File: src/hw/eee_lpi_params.svh
// Offsets, field positions, reset values for the EEE LPI register bank
`ifndef EEE_LPI_PARAMS_SVH
`define EEE_LPI_PARAMS_SVH

// Register indices; byte address is four times the index
`define EEE_IDX_CFG2      16'h04D0
`define EEE_IDX_CFG3      16'h04D1
`define EEE_IDX_PCS_CTRL  16'h3000
`define EEE_IDX_PCS_STAT  16'h3001
`define EEE_IDX_CAP       16'h3014
`define EEE_IDX_WAKE_CNT  16'h3016
`define EEE_IDX_ADV       16'h703C

// Configuration register two
`define EEE_CFG2_LPI_TXER_BIT  14
`define EEE_CFG2_SEL_LSB       5
`define EEE_CFG2_RSVD_HI_RST   7'h06
`define EEE_CFG2_RSVD_LO_RST   5'h02
`define EEE_SEL_IRQ_PD         2'h1
`define EEE_SEL_COL_GPIO       2'h2

// Configuration register three
`define EEE_CFG3_RSVD_RST      12'h018
`define EEE_CFG3_BYPASS_BIT    3
`define EEE_CFG3_NP_DIS_BIT    2
`define EEE_CFG3_RX_SD_BIT     1
`define EEE_CFG3_CAP_EN_BIT    0
`define EEE_CFG3_BYPASS_RST    1'b1
`define EEE_CFG3_NP_DIS_RST    1'b0
`define EEE_CFG3_RX_SD_RST     1'b1

// PCS control, status, capability, advertisement
`define EEE_CTRL_RESET_BIT     15
`define EEE_CTRL_RXCLK_BIT     10
`define EEE_STAT_TX_SEEN_BIT   11
`define EEE_STAT_RX_SEEN_BIT   10
`define EEE_STAT_TX_NOW_BIT    9
`define EEE_STAT_RX_NOW_BIT    8
`define EEE_STAT_TXCLK_BIT     6
`define EEE_CAP_1000T_BIT      2
`define EEE_CAP_100TX_BIT      1
`define EEE_ADV_100TX_BIT      1
`define EEE_ADV_100TX_RST      1'b1
`define EEE_RXCLK_RST          1'b0

`endif

File: src/hw/eee_lpi_pkg.sv
// Types shared by the EEE LPI register bank
package eee_lpi_pkg;

  typedef enum logic [2:0] {
    EEE_SEL_NONE  = 3'b000,
    EEE_SEL_CFG2  = 3'b001,
    EEE_SEL_CFG3  = 3'b010,
    EEE_SEL_CTRL  = 3'b011,
    EEE_SEL_STAT  = 3'b100,
    EEE_SEL_CAP   = 3'b101,
    EEE_SEL_WAKE  = 3'b110,
    EEE_SEL_ADV   = 3'b111
  } eee_reg_sel_t;

endpackage

File: src/hw/eee_wake_cnt.sv
// Saturating wake error counter with clear that loses no event
module eee_wake_cnt #(
  parameter int CNT_W = 16
) (
  input  wire logic             sys_clk,
  input  wire logic             rst,
  input  wire logic             inc,
  input  wire logic             clr,
  output logic      [CNT_W-1:0] count_q
);

  typedef struct packed {
    logic [CNT_W-1:0] count;
  } eee_cnt_state_t;

  eee_cnt_state_t st_q;
  eee_cnt_state_t st_d;

  generate
    if (CNT_W < 1) begin : g_bad_width
      $error("eee_wake_cnt: CNT_W must be at least 1");
    end
  endgenerate

  always_comb begin
    st_d = st_q;
    if (clr) begin
      // A fault in the clearing cycle starts the new count at one
      st_d.count = {{(CNT_W-1){1'b0}}, inc};
    end else if (inc && (st_q.count != {CNT_W{1'b1}})) begin
      st_d.count = st_q.count + {{(CNT_W-1){1'b0}}, 1'b1};
    end
  end

  always_ff @(posedge sys_clk or posedge rst) begin
    if (rst) begin
      st_q <= '0;
    end else begin
      st_q <= st_d;
    end
  end

  assign count_q = st_q.count;

endmodule // eee_wake_cnt

File: src/hw/eee_lpi_regs.sv
// EEE low power idle configuration and status register bank, APB slave
//
// Contract
// - Bit 14 set makes TX_ER carry the MAC's LPI request; clear ignores it.
// - Pin select 01 irq/powerdown pin, 10 collision/GPIO pin, else none.
// - Bypass set: advertised EEE follows enable bit; clear: MMD3/MMD7.
// - Next page disable set stops accepting EEE next pages.
// - Shutdown bit set powers down analog receive path in quiet state.
// - Capability enable set: negotiate EEE per advertisement and partner.
// - Capability enable clear: capability and advertisement ignored.
// - Writing 1 to bit 15 soft-resets PCS registers, then bit self-clears.
// - Soft reset leaves vendor configuration registers unchanged.
// - Receive clock stoppable bit permits stopping receive clock in LPI.
// - Status bits 11 and 10 report TX and RX PCS received LPI.
// - Status bits 9 and 8 show TX and RX PCS currently in LPI.
// - Status bit 6 shows TX clock stoppable; MAC stops clock only then.
// - Capability bits 1 and 2 show 100TX and 1000T EEE; zero default.
// - Sixteen-bit counter increments on each failed wake sequence.
// - Wake counter clears on read and saturates at all ones.
// - Soft reset also clears the wake error counter.
// - Advertisement bit 1 advertises 100TX EEE, read-write, default one.
//
// Decided for this implementation: the APB slave port.
`include "eee_lpi_params.svh"

module eee_lpi_regs #(
  parameter int       ADDR_W     = 16,
  parameter int       CNT_W      = 16,
  parameter bit       CAP_100TX  = 1'b0,
  parameter bit       CAP_1000T  = 1'b0
) (
  input  wire logic              sys_clk,
  input  wire logic              rst,
  input  wire logic              psel,
  input  wire logic              penable,
  input  wire logic              pwrite,
  input  wire logic [ADDR_W-1:0] paddr,
  input  wire logic [31:0]       pwdata,
  input  wire logic [3:0]        pstrb,
  output logic      [31:0]       prdata,
  output logic                   pready,
  output logic                   pslverr,
  input  wire logic              strap_cap_en,
  input  wire logic              tx_er,
  input  wire logic              tx_lpi_active,
  input  wire logic              rx_lpi_active,
  input  wire logic              lpi_quiet,
  input  wire logic              tx_clk_stop_ok,
  input  wire logic              wake_err,
  output logic                   lpi_req,
  output logic                   txer_on_irq_pin,
  output logic                   txer_on_col_pin,
  output logic                   eee_adv_100tx,
  output logic                   eee_neg_en,
  output logic                   next_page_accept,
  output logic                   rx_path_pd,
  output logic                   rx_clk_stop_ok,
  output logic                   pcs_soft_reset
);

  typedef struct packed {
    logic        lpi_txer_en;
    logic [1:0]  pin_sel;
    logic [11:0] cfg3_rsvd;
    logic        bypass;
    logic        np_dis;
    logic        rx_sd;
    logic        cap_en;
    logic        strap_done;
    logic        rx_clk_stop;
    logic        pcs_rst;
    logic        adv100;
    logic        tx_seen;
    logic        rx_seen;
    logic [15:0] rdata;
    logic        err;
  } eee_regs_state_t;

  eee_regs_state_t       st_q;
  eee_regs_state_t       st_d;
  eee_lpi_pkg::eee_reg_sel_t sel;
  logic                  setup;
  logic                  wr_acc;
  logic                  cnt_clr;
  logic [CNT_W-1:0]      wake_cnt;
  logic [15:0]           wdata;

  generate
    if (ADDR_W < 16) begin : g_bad_addr
      $error("eee_lpi_regs: ADDR_W must be at least 16");
    end
    if (CNT_W != 16) begin : g_bad_cnt
      $error("eee_lpi_regs: wake counter must be 16 bits");
    end
  endgenerate

  // Byte address of a register index
  function automatic logic [ADDR_W-1:0] byte_addr(input logic [15:0] idx);
    byte_addr = ADDR_W'({idx, 2'b00});
  endfunction

  function automatic eee_lpi_pkg::eee_reg_sel_t decode(
    input logic [ADDR_W-1:0] a
  );
    if (a == byte_addr(`EEE_IDX_CFG2)) begin
      decode = eee_lpi_pkg::EEE_SEL_CFG2;
    end else if (a == byte_addr(`EEE_IDX_CFG3)) begin
      decode = eee_lpi_pkg::EEE_SEL_CFG3;
    end else if (a == byte_addr(`EEE_IDX_PCS_CTRL)) begin
      decode = eee_lpi_pkg::EEE_SEL_CTRL;
    end else if (a == byte_addr(`EEE_IDX_PCS_STAT)) begin
      decode = eee_lpi_pkg::EEE_SEL_STAT;
    end else if (a == byte_addr(`EEE_IDX_CAP)) begin
      decode = eee_lpi_pkg::EEE_SEL_CAP;
    end else if (a == byte_addr(`EEE_IDX_WAKE_CNT)) begin
      decode = eee_lpi_pkg::EEE_SEL_WAKE;
    end else if (a == byte_addr(`EEE_IDX_ADV)) begin
      decode = eee_lpi_pkg::EEE_SEL_ADV;
    end else begin
      decode = eee_lpi_pkg::EEE_SEL_NONE;
    end
  endfunction

  // Byte lanes 0 and 1 carry the 16-bit registers
  function automatic logic [15:0] merge(
    input logic [15:0] old_v,
    input logic [15:0] new_v,
    input logic [1:0]  strb
  );
    merge[7:0]  = strb[0] ? new_v[7:0]  : old_v[7:0];
    merge[15:8] = strb[1] ? new_v[15:8] : old_v[15:8];
  endfunction

  function automatic logic [15:0] read_cfg2(input eee_regs_state_t s);
    read_cfg2 = {1'b0, s.lpi_txer_en, `EEE_CFG2_RSVD_HI_RST, s.pin_sel,
                 `EEE_CFG2_RSVD_LO_RST};
  endfunction

  function automatic logic [15:0] read_cfg3(input eee_regs_state_t s);
    read_cfg3 = {s.cfg3_rsvd, s.bypass, s.np_dis, s.rx_sd, s.cap_en};
  endfunction

  // Reset bit reads one only in the cycle of its pulse
  function automatic logic [15:0] read_ctrl(input eee_regs_state_t s);
    read_ctrl = 16'h0000;
    read_ctrl[`EEE_CTRL_RESET_BIT] = s.pcs_rst;
    read_ctrl[`EEE_CTRL_RXCLK_BIT] = s.rx_clk_stop;
  endfunction

  // Latched LPI bits beside the live PCS and clock levels
  function automatic logic [15:0] read_stat(
    input eee_regs_state_t s,
    input logic            tx_now,
    input logic            rx_now,
    input logic            clk_ok
  );
    read_stat = 16'h0000;
    read_stat[`EEE_STAT_TX_SEEN_BIT] = s.tx_seen;
    read_stat[`EEE_STAT_RX_SEEN_BIT] = s.rx_seen;
    read_stat[`EEE_STAT_TX_NOW_BIT]  = tx_now;
    read_stat[`EEE_STAT_RX_NOW_BIT]  = rx_now;
    read_stat[`EEE_STAT_TXCLK_BIT]   = clk_ok;
  endfunction

  // Capability bits are fixed by build options, never by software
  function automatic logic [15:0] read_cap();
    read_cap = 16'h0000;
    read_cap[`EEE_CAP_100TX_BIT] = CAP_100TX;
    read_cap[`EEE_CAP_1000T_BIT] = CAP_1000T;
  endfunction

  // Only the 100TX advertisement bit is held; the rest read zero
  function automatic logic [15:0] read_adv(input eee_regs_state_t s);
    read_adv = 16'h0000;
    read_adv[`EEE_ADV_100TX_BIT] = s.adv100;
  endfunction

  assign sel    = decode(paddr);
  assign setup  = psel && !penable;
  assign wr_acc = psel && penable && pwrite;
  assign wdata  = merge(16'h0000, pwdata[15:0], pstrb[1:0]);

  // Read side effects happen at the setup edge, with the data capture
  assign cnt_clr = (setup && !pwrite && (sel == eee_lpi_pkg::EEE_SEL_WAKE))
                   || st_q.pcs_rst;

  eee_wake_cnt #(
    .CNT_W (CNT_W)
  ) u_wake_cnt (
    .sys_clk (sys_clk),
    .rst     (rst),
    .inc     (wake_err),
    .clr     (cnt_clr),
    .count_q (wake_cnt)
  );

  always_comb begin
    logic [15:0] old_v;
    logic [15:0] new_v;
    old_v = 16'h0000;
    new_v = 16'h0000;
    st_d = st_q;
    st_d.pcs_rst = 1'b0;

    // Read data is captured at setup and stands through the access
    if (setup) begin
      st_d.err = (sel == eee_lpi_pkg::EEE_SEL_NONE);
      st_d.rdata = 16'h0000;
      if (!pwrite) begin
        case (sel)
          eee_lpi_pkg::EEE_SEL_CFG2: begin
            st_d.rdata = read_cfg2(st_q);
          end
          eee_lpi_pkg::EEE_SEL_CFG3: begin
            st_d.rdata = read_cfg3(st_q);
          end
          eee_lpi_pkg::EEE_SEL_CTRL: begin
            st_d.rdata = read_ctrl(st_q);
          end
          eee_lpi_pkg::EEE_SEL_STAT: begin
            st_d.rdata = read_stat(st_q, tx_lpi_active, rx_lpi_active,
                                   tx_clk_stop_ok);
            // Reading clears the latched bits; a live LPI sets them again
            st_d.tx_seen = 1'b0;
            st_d.rx_seen = 1'b0;
          end
          eee_lpi_pkg::EEE_SEL_CAP: begin
            st_d.rdata = read_cap();
          end
          eee_lpi_pkg::EEE_SEL_WAKE: begin
            st_d.rdata = 16'(wake_cnt);
          end
          eee_lpi_pkg::EEE_SEL_ADV: begin
            st_d.rdata = read_adv(st_q);
          end
          default: begin
            st_d.rdata = 16'h0000;
          end
        endcase
      end
    end

    // Writes land on the completing access edge; read-only bits ignore them
    if (wr_acc) begin
      case (sel)
        eee_lpi_pkg::EEE_SEL_CFG2: begin
          new_v = merge(read_cfg2(st_q), pwdata[15:0], pstrb[1:0]);
          st_d.lpi_txer_en = new_v[`EEE_CFG2_LPI_TXER_BIT];
          st_d.pin_sel = new_v[`EEE_CFG2_SEL_LSB +: 2];
        end
        eee_lpi_pkg::EEE_SEL_CFG3: begin
          old_v = read_cfg3(st_q);
          new_v = merge(old_v, pwdata[15:0], pstrb[1:0]);
          st_d.cfg3_rsvd = new_v[15:4];
          st_d.bypass = new_v[`EEE_CFG3_BYPASS_BIT];
          st_d.np_dis = new_v[`EEE_CFG3_NP_DIS_BIT];
          st_d.rx_sd = new_v[`EEE_CFG3_RX_SD_BIT];
          st_d.cap_en = new_v[`EEE_CFG3_CAP_EN_BIT];
        end
        eee_lpi_pkg::EEE_SEL_CTRL: begin
          if (pstrb[1]) begin
            st_d.pcs_rst = wdata[`EEE_CTRL_RESET_BIT];
            st_d.rx_clk_stop = wdata[`EEE_CTRL_RXCLK_BIT];
          end
        end
        eee_lpi_pkg::EEE_SEL_ADV: begin
          if (pstrb[0]) begin
            st_d.adv100 = wdata[`EEE_ADV_100TX_BIT];
          end
        end
        default: begin
          st_d.err = st_q.err;
        end
      endcase
    end

    // Soft reset of PCS-side registers only; vendor config untouched
    if (st_q.pcs_rst) begin
      st_d.rx_clk_stop = `EEE_RXCLK_RST;
      st_d.adv100 = `EEE_ADV_100TX_RST;
      st_d.tx_seen = 1'b0;
      st_d.rx_seen = 1'b0;
    end

    // Latched LPI events win over any clear in the same cycle
    if (tx_lpi_active) begin
      st_d.tx_seen = 1'b1;
    end
    if (rx_lpi_active) begin
      st_d.rx_seen = 1'b1;
    end

    // Strap sampled once on the first edge after reset release
    if (!st_q.strap_done) begin
      st_d.cap_en = strap_cap_en;
      st_d.strap_done = 1'b1;
    end
  end

  always_ff @(posedge sys_clk or posedge rst) begin
    if (rst) begin
      st_q.lpi_txer_en <= 1'b0;
      st_q.pin_sel <= 2'h0;
      st_q.cfg3_rsvd <= `EEE_CFG3_RSVD_RST;
      st_q.bypass <= `EEE_CFG3_BYPASS_RST;
      st_q.np_dis <= `EEE_CFG3_NP_DIS_RST;
      st_q.rx_sd <= `EEE_CFG3_RX_SD_RST;
      st_q.cap_en <= 1'b0;
      st_q.strap_done <= 1'b0;
      st_q.rx_clk_stop <= `EEE_RXCLK_RST;
      st_q.pcs_rst <= 1'b0;
      st_q.adv100 <= `EEE_ADV_100TX_RST;
      st_q.tx_seen <= 1'b0;
      st_q.rx_seen <= 1'b0;
      st_q.rdata <= 16'h0000;
      st_q.err <= 1'b0;
    end else begin
      st_q <= st_d;
    end
  end

  // APB answer: data captured at setup, access completes at once
  assign prdata  = {16'h0000, st_q.rdata};
  assign pready  = psel && penable;
  assign pslverr = psel && penable && st_q.err;

  // TX_ER routing and LPI request qualification
  assign txer_on_irq_pin = (st_q.pin_sel == `EEE_SEL_IRQ_PD);
  assign txer_on_col_pin = (st_q.pin_sel == `EEE_SEL_COL_GPIO);
  assign lpi_req = tx_er && st_q.lpi_txer_en
                   && (txer_on_irq_pin || txer_on_col_pin);

  // Negotiation controls
  assign eee_neg_en = st_q.cap_en;
  assign eee_adv_100tx = st_q.cap_en
                         && (st_q.bypass
                             || (st_q.adv100 && CAP_100TX));
  assign next_page_accept = !st_q.np_dis;
  assign rx_path_pd = st_q.rx_sd && lpi_quiet;
  assign rx_clk_stop_ok = st_q.rx_clk_stop;
  assign pcs_soft_reset = st_q.pcs_rst;

endmodule // eee_lpi_regs

File: config.mk
export PLATFORM = sky130hd
export DESIGN_NAME = eee_lpi_regs
export DESIGN_NICKNAME = d
export VERILOG_FILES = /design/src/hw/eee_lpi_pkg.sv /design/src/hw/eee_wake_cnt.sv /design/src/hw/eee_lpi_regs.sv
export VERILOG_INCLUDE_DIRS = /design/src /design/src/hw
export SDC_FILE = /design/constraint.sdc
export NUM_CORES = 1
export LEC_CHECK = 0
export ABC_CLOCK_PERIOD_IN_PS = 2600
export BUFFER_PORTS_ARGS = -buffer_cell sky130_fd_sc_hd__buf_2
export CORE_MARGIN = 1.5
export CORE_UTILIZATION = 47
export DETAILED_ROUTE_END_ITERATION = 8
export PLACE_DENSITY = 0.81
export SLEW_MARGIN = 0
export SYNTH_ARGS = -nofsm -noshare
export SYNTH_HDL_FRONTEND = slang
export SYNTH_SLANG_ARGS = --single-unit
File: constraint.sdc
create_clock -name sys_clk -period 2.6 [get_ports sys_clk]
set_input_delay 0.13 -clock sys_clk [delete_from_list [all_inputs] [get_ports sys_clk]]
set_output_delay 0.13 -clock sys_clk [all_outputs]
set_load 0.01 [all_outputs]
==> qor.yml <==
final_cells: 484
setup_viol: 0
holdCritPathClass: "in -> reg"
drt_first_pass_iters: 4
leakage_nw: 1.74
clock-root-buffer: "clkbuf_8"
netlist_instances: 331
grt_antenna_before_repair: 0
synthFlopType: "dfrtp_1"
drt-vias-per-instance: 5.48
hold_buffers: 2
synth-edff-count: 0
finalPower_mw: 2.21
num_antenna_cells: 0
synthArstFlopShare: 1.00
setup-tns-final_ps: 0
ys_warn_count: 0
rsz0062_at_grt: "false"
hold_viol: 0
wirelength_um: 7340
ys_seq_elements: 58
cp_num_buf_inv: 1
finalHoldWorstSlack_ps: 29.3
drt_drc_violations_left: 0
numCtsBuffers: 9
yosysUniqueCellTypes: 47
crit_family: "simple AND/OR/NAND/NOR gates"
htreeDepth: 3
io_buffers: 72
finalNetCount: 466
multi_input_area_mm2: 0.00155
cts.path.max_buffers: 2
netlist_area_mm2: 0.00326
die_h_um: 86.3
worst_slack_ps: 850
min_period_ps: 1750
clock-sinks: 58
area_growth_pct: 17.1
critPathSlowestCell: "dfrtp_1"
critPathRequiredTime_ps: 2830
cap_violations: 0
die-area_mm2: 0.00745
clk_latency_ps: 330
path_cells: "ha_1, nand4_1, nor4_2, buf_4, nor4b_1, xnor2_1, nor2_1"
worst_pin_slew_ps: 697
regArea_mm2: 0.00146
dpl.hpwl_um: 5660
gr-usage-all-layers: 0.209
grt_max_degree: 25
fmax_ghz: 0.571
dp.cells: 466
post_cts.repair.setup_buffers: 0
slew_headroom: 0.532
grt_pass1_wl_um: 12000
crit_arrival_ps: 1980
maxSlewViolCount: 0
layout-drive-gt1-share: 0.319
path_class: "reg -> reg"
cpPeakStageDelay_ps: 440
vias: 2651
startpoint_type: "flop"
cts_resized: 0
yosysSeqAreaShare: 0.447
peakVddDrop_v: 0.000286
path_max_fanout: 18
cts_tree: "built"
io_pins: 107
start_util: 0.483
grt_pass1_vias: 2469
ant_nets: 0
routedWlPerCell_um: 15.2
globalplace.congestion: 0.885
clk_pin_slew_ps: 70
core_mm2: 0.00676
period_share: 0.673
status: "finished, final reports clean"
place_ws_ps: 588
avgSynthCellArea_um2: 9.86
rows: 30
grt-ovfl-total: 0
nFillCells: 593
end_kind: "flop"
powerDensity_mw_per_mm2: 580
drt-initial-drc-count: 240
die_w_um: 86.3
r2r_slack_ps: 850
fin_worst_skew_ps: 8.07
## synth_stat cells (4+ instances only)
library cell / n / share of area
mux2_2: 17 / 0.059
nor3_1: 17 / 0.026
a222oi_1: 5 / 0.015
a21oi_1: 6 / 0.0092
dfstp_2: 5 / 0.040
mux2i_1: 7 / 0.021
a22oi_1: 9 / 0.021
xnor2_1: 14 / 0.038
and4_1: 4 / 0.011
dfrtp_1: 53 / 0.41
inv_1: 6 / 0.0069
nand2_1: 34 / 0.039
nand2b_1: 4 / 0.0077
nand3_1: 9 / 0.014
nor2_1: 25 / 0.029
nand4_1: 6 / 0.011
clkbuf_1: 5 / 0.0057
o21ai_0: 17 / 0.026
nor4_1: 5 / 0.0096
buf_4: 33 / 0.076
and2_1: 4 / 0.0077
## flip-flops by register name, indices dropped and copies added (netlist names)
name,count
u_wake_cnt.count_q,16
prdata,16
pcs_soft_reset,1
eee_neg_en,1
rx_clk_stop_ok,1
st_q,23
## area by class of cell
type,count,share of cell area
Clock inverter,4,0.0190
Tap cell,80,0.0262
Timing Repair Buffer,84,0.119
Sequential cell,58,0.381
Multi-Input combinational cell,240,0.405
Clock buffer,12,0.0432
Inverter,6,0.00589
## routing by layer
metal,up-vias,global-route usage,part of all wire
met5,-,0,0
met4,0,0.0704,0.016
met3,10,0.0419,0.049
met2,84,0.325,0.48
met1,1284,0.292,0.46
li1,1273,-,-
## cell families (layout without fill, tap and decap cells)
logic type	Yosys count	in the layout	synth area share
and+or+nand+nor	130	130	0.218
DFF	58	58	0.447
AOI/OAI and AO/OA	52	52	0.108
buffers and inverters	48	106	0.0966
muxes	24	24	0.0801
xor gates and xnor gates	14	14	0.0376
adders and majority gates	3	3	0.0115
other	2	17	0.00230
## per-stage QoR
stage	instance area [um^2]	utilization
final	3820	0.566
after global routing	3820	0.566
after CTS	3820	0.566
after detailed placement	3560	0.527
after global placement	3560	0.527
after floorplan	3320	-
## where the power goes
group | internal (mW) | switching, mW | total [mW] | leakage (nW)
Combinational | 0.0989 | 0.125 | 0.224 | 0.871
Sequential | 0.951 | 0.0741 | 1.03 | 0.750
Clock | 0.616 | 0.349 | 0.965 | 0.119
Total | 1.67 | 0.548 | 2.21 | 1.74
## worst paths after layout
check	startpoint	end	cells after the start
setup / recovery	u_wake_cnt.count_q[0]	u_wake_cnt.count_q[15]	7
hold reg to reg	st_q[22]	eee_neg_en	1
min in group asynchronous	rst	u_wake_cnt.count_q[15]	3
hold / removal	tx_lpi_active	st_q[18]	2
setup reg to reg	u_wake_cnt.count_q[0]	u_wake_cnt.count_q[15]	7
max in group asynchronous	rst	st_q[26]	4
## placed cells by master (no fill, tap or decap), drive strengths merged, types with 7 or more instances in the layout
cell / count
a22oi: 9
nand2: 34
conb: 17
xnor2: 14
nor2: 25
dfrtp: 53
buf: 82
o21ai: 18
nor3: 20
mux2: 17
clkbuf: 12
mux2i: 7
nand3: 9
nor4: 7
No activity file was read; power rests on OpenSTA's default activity.
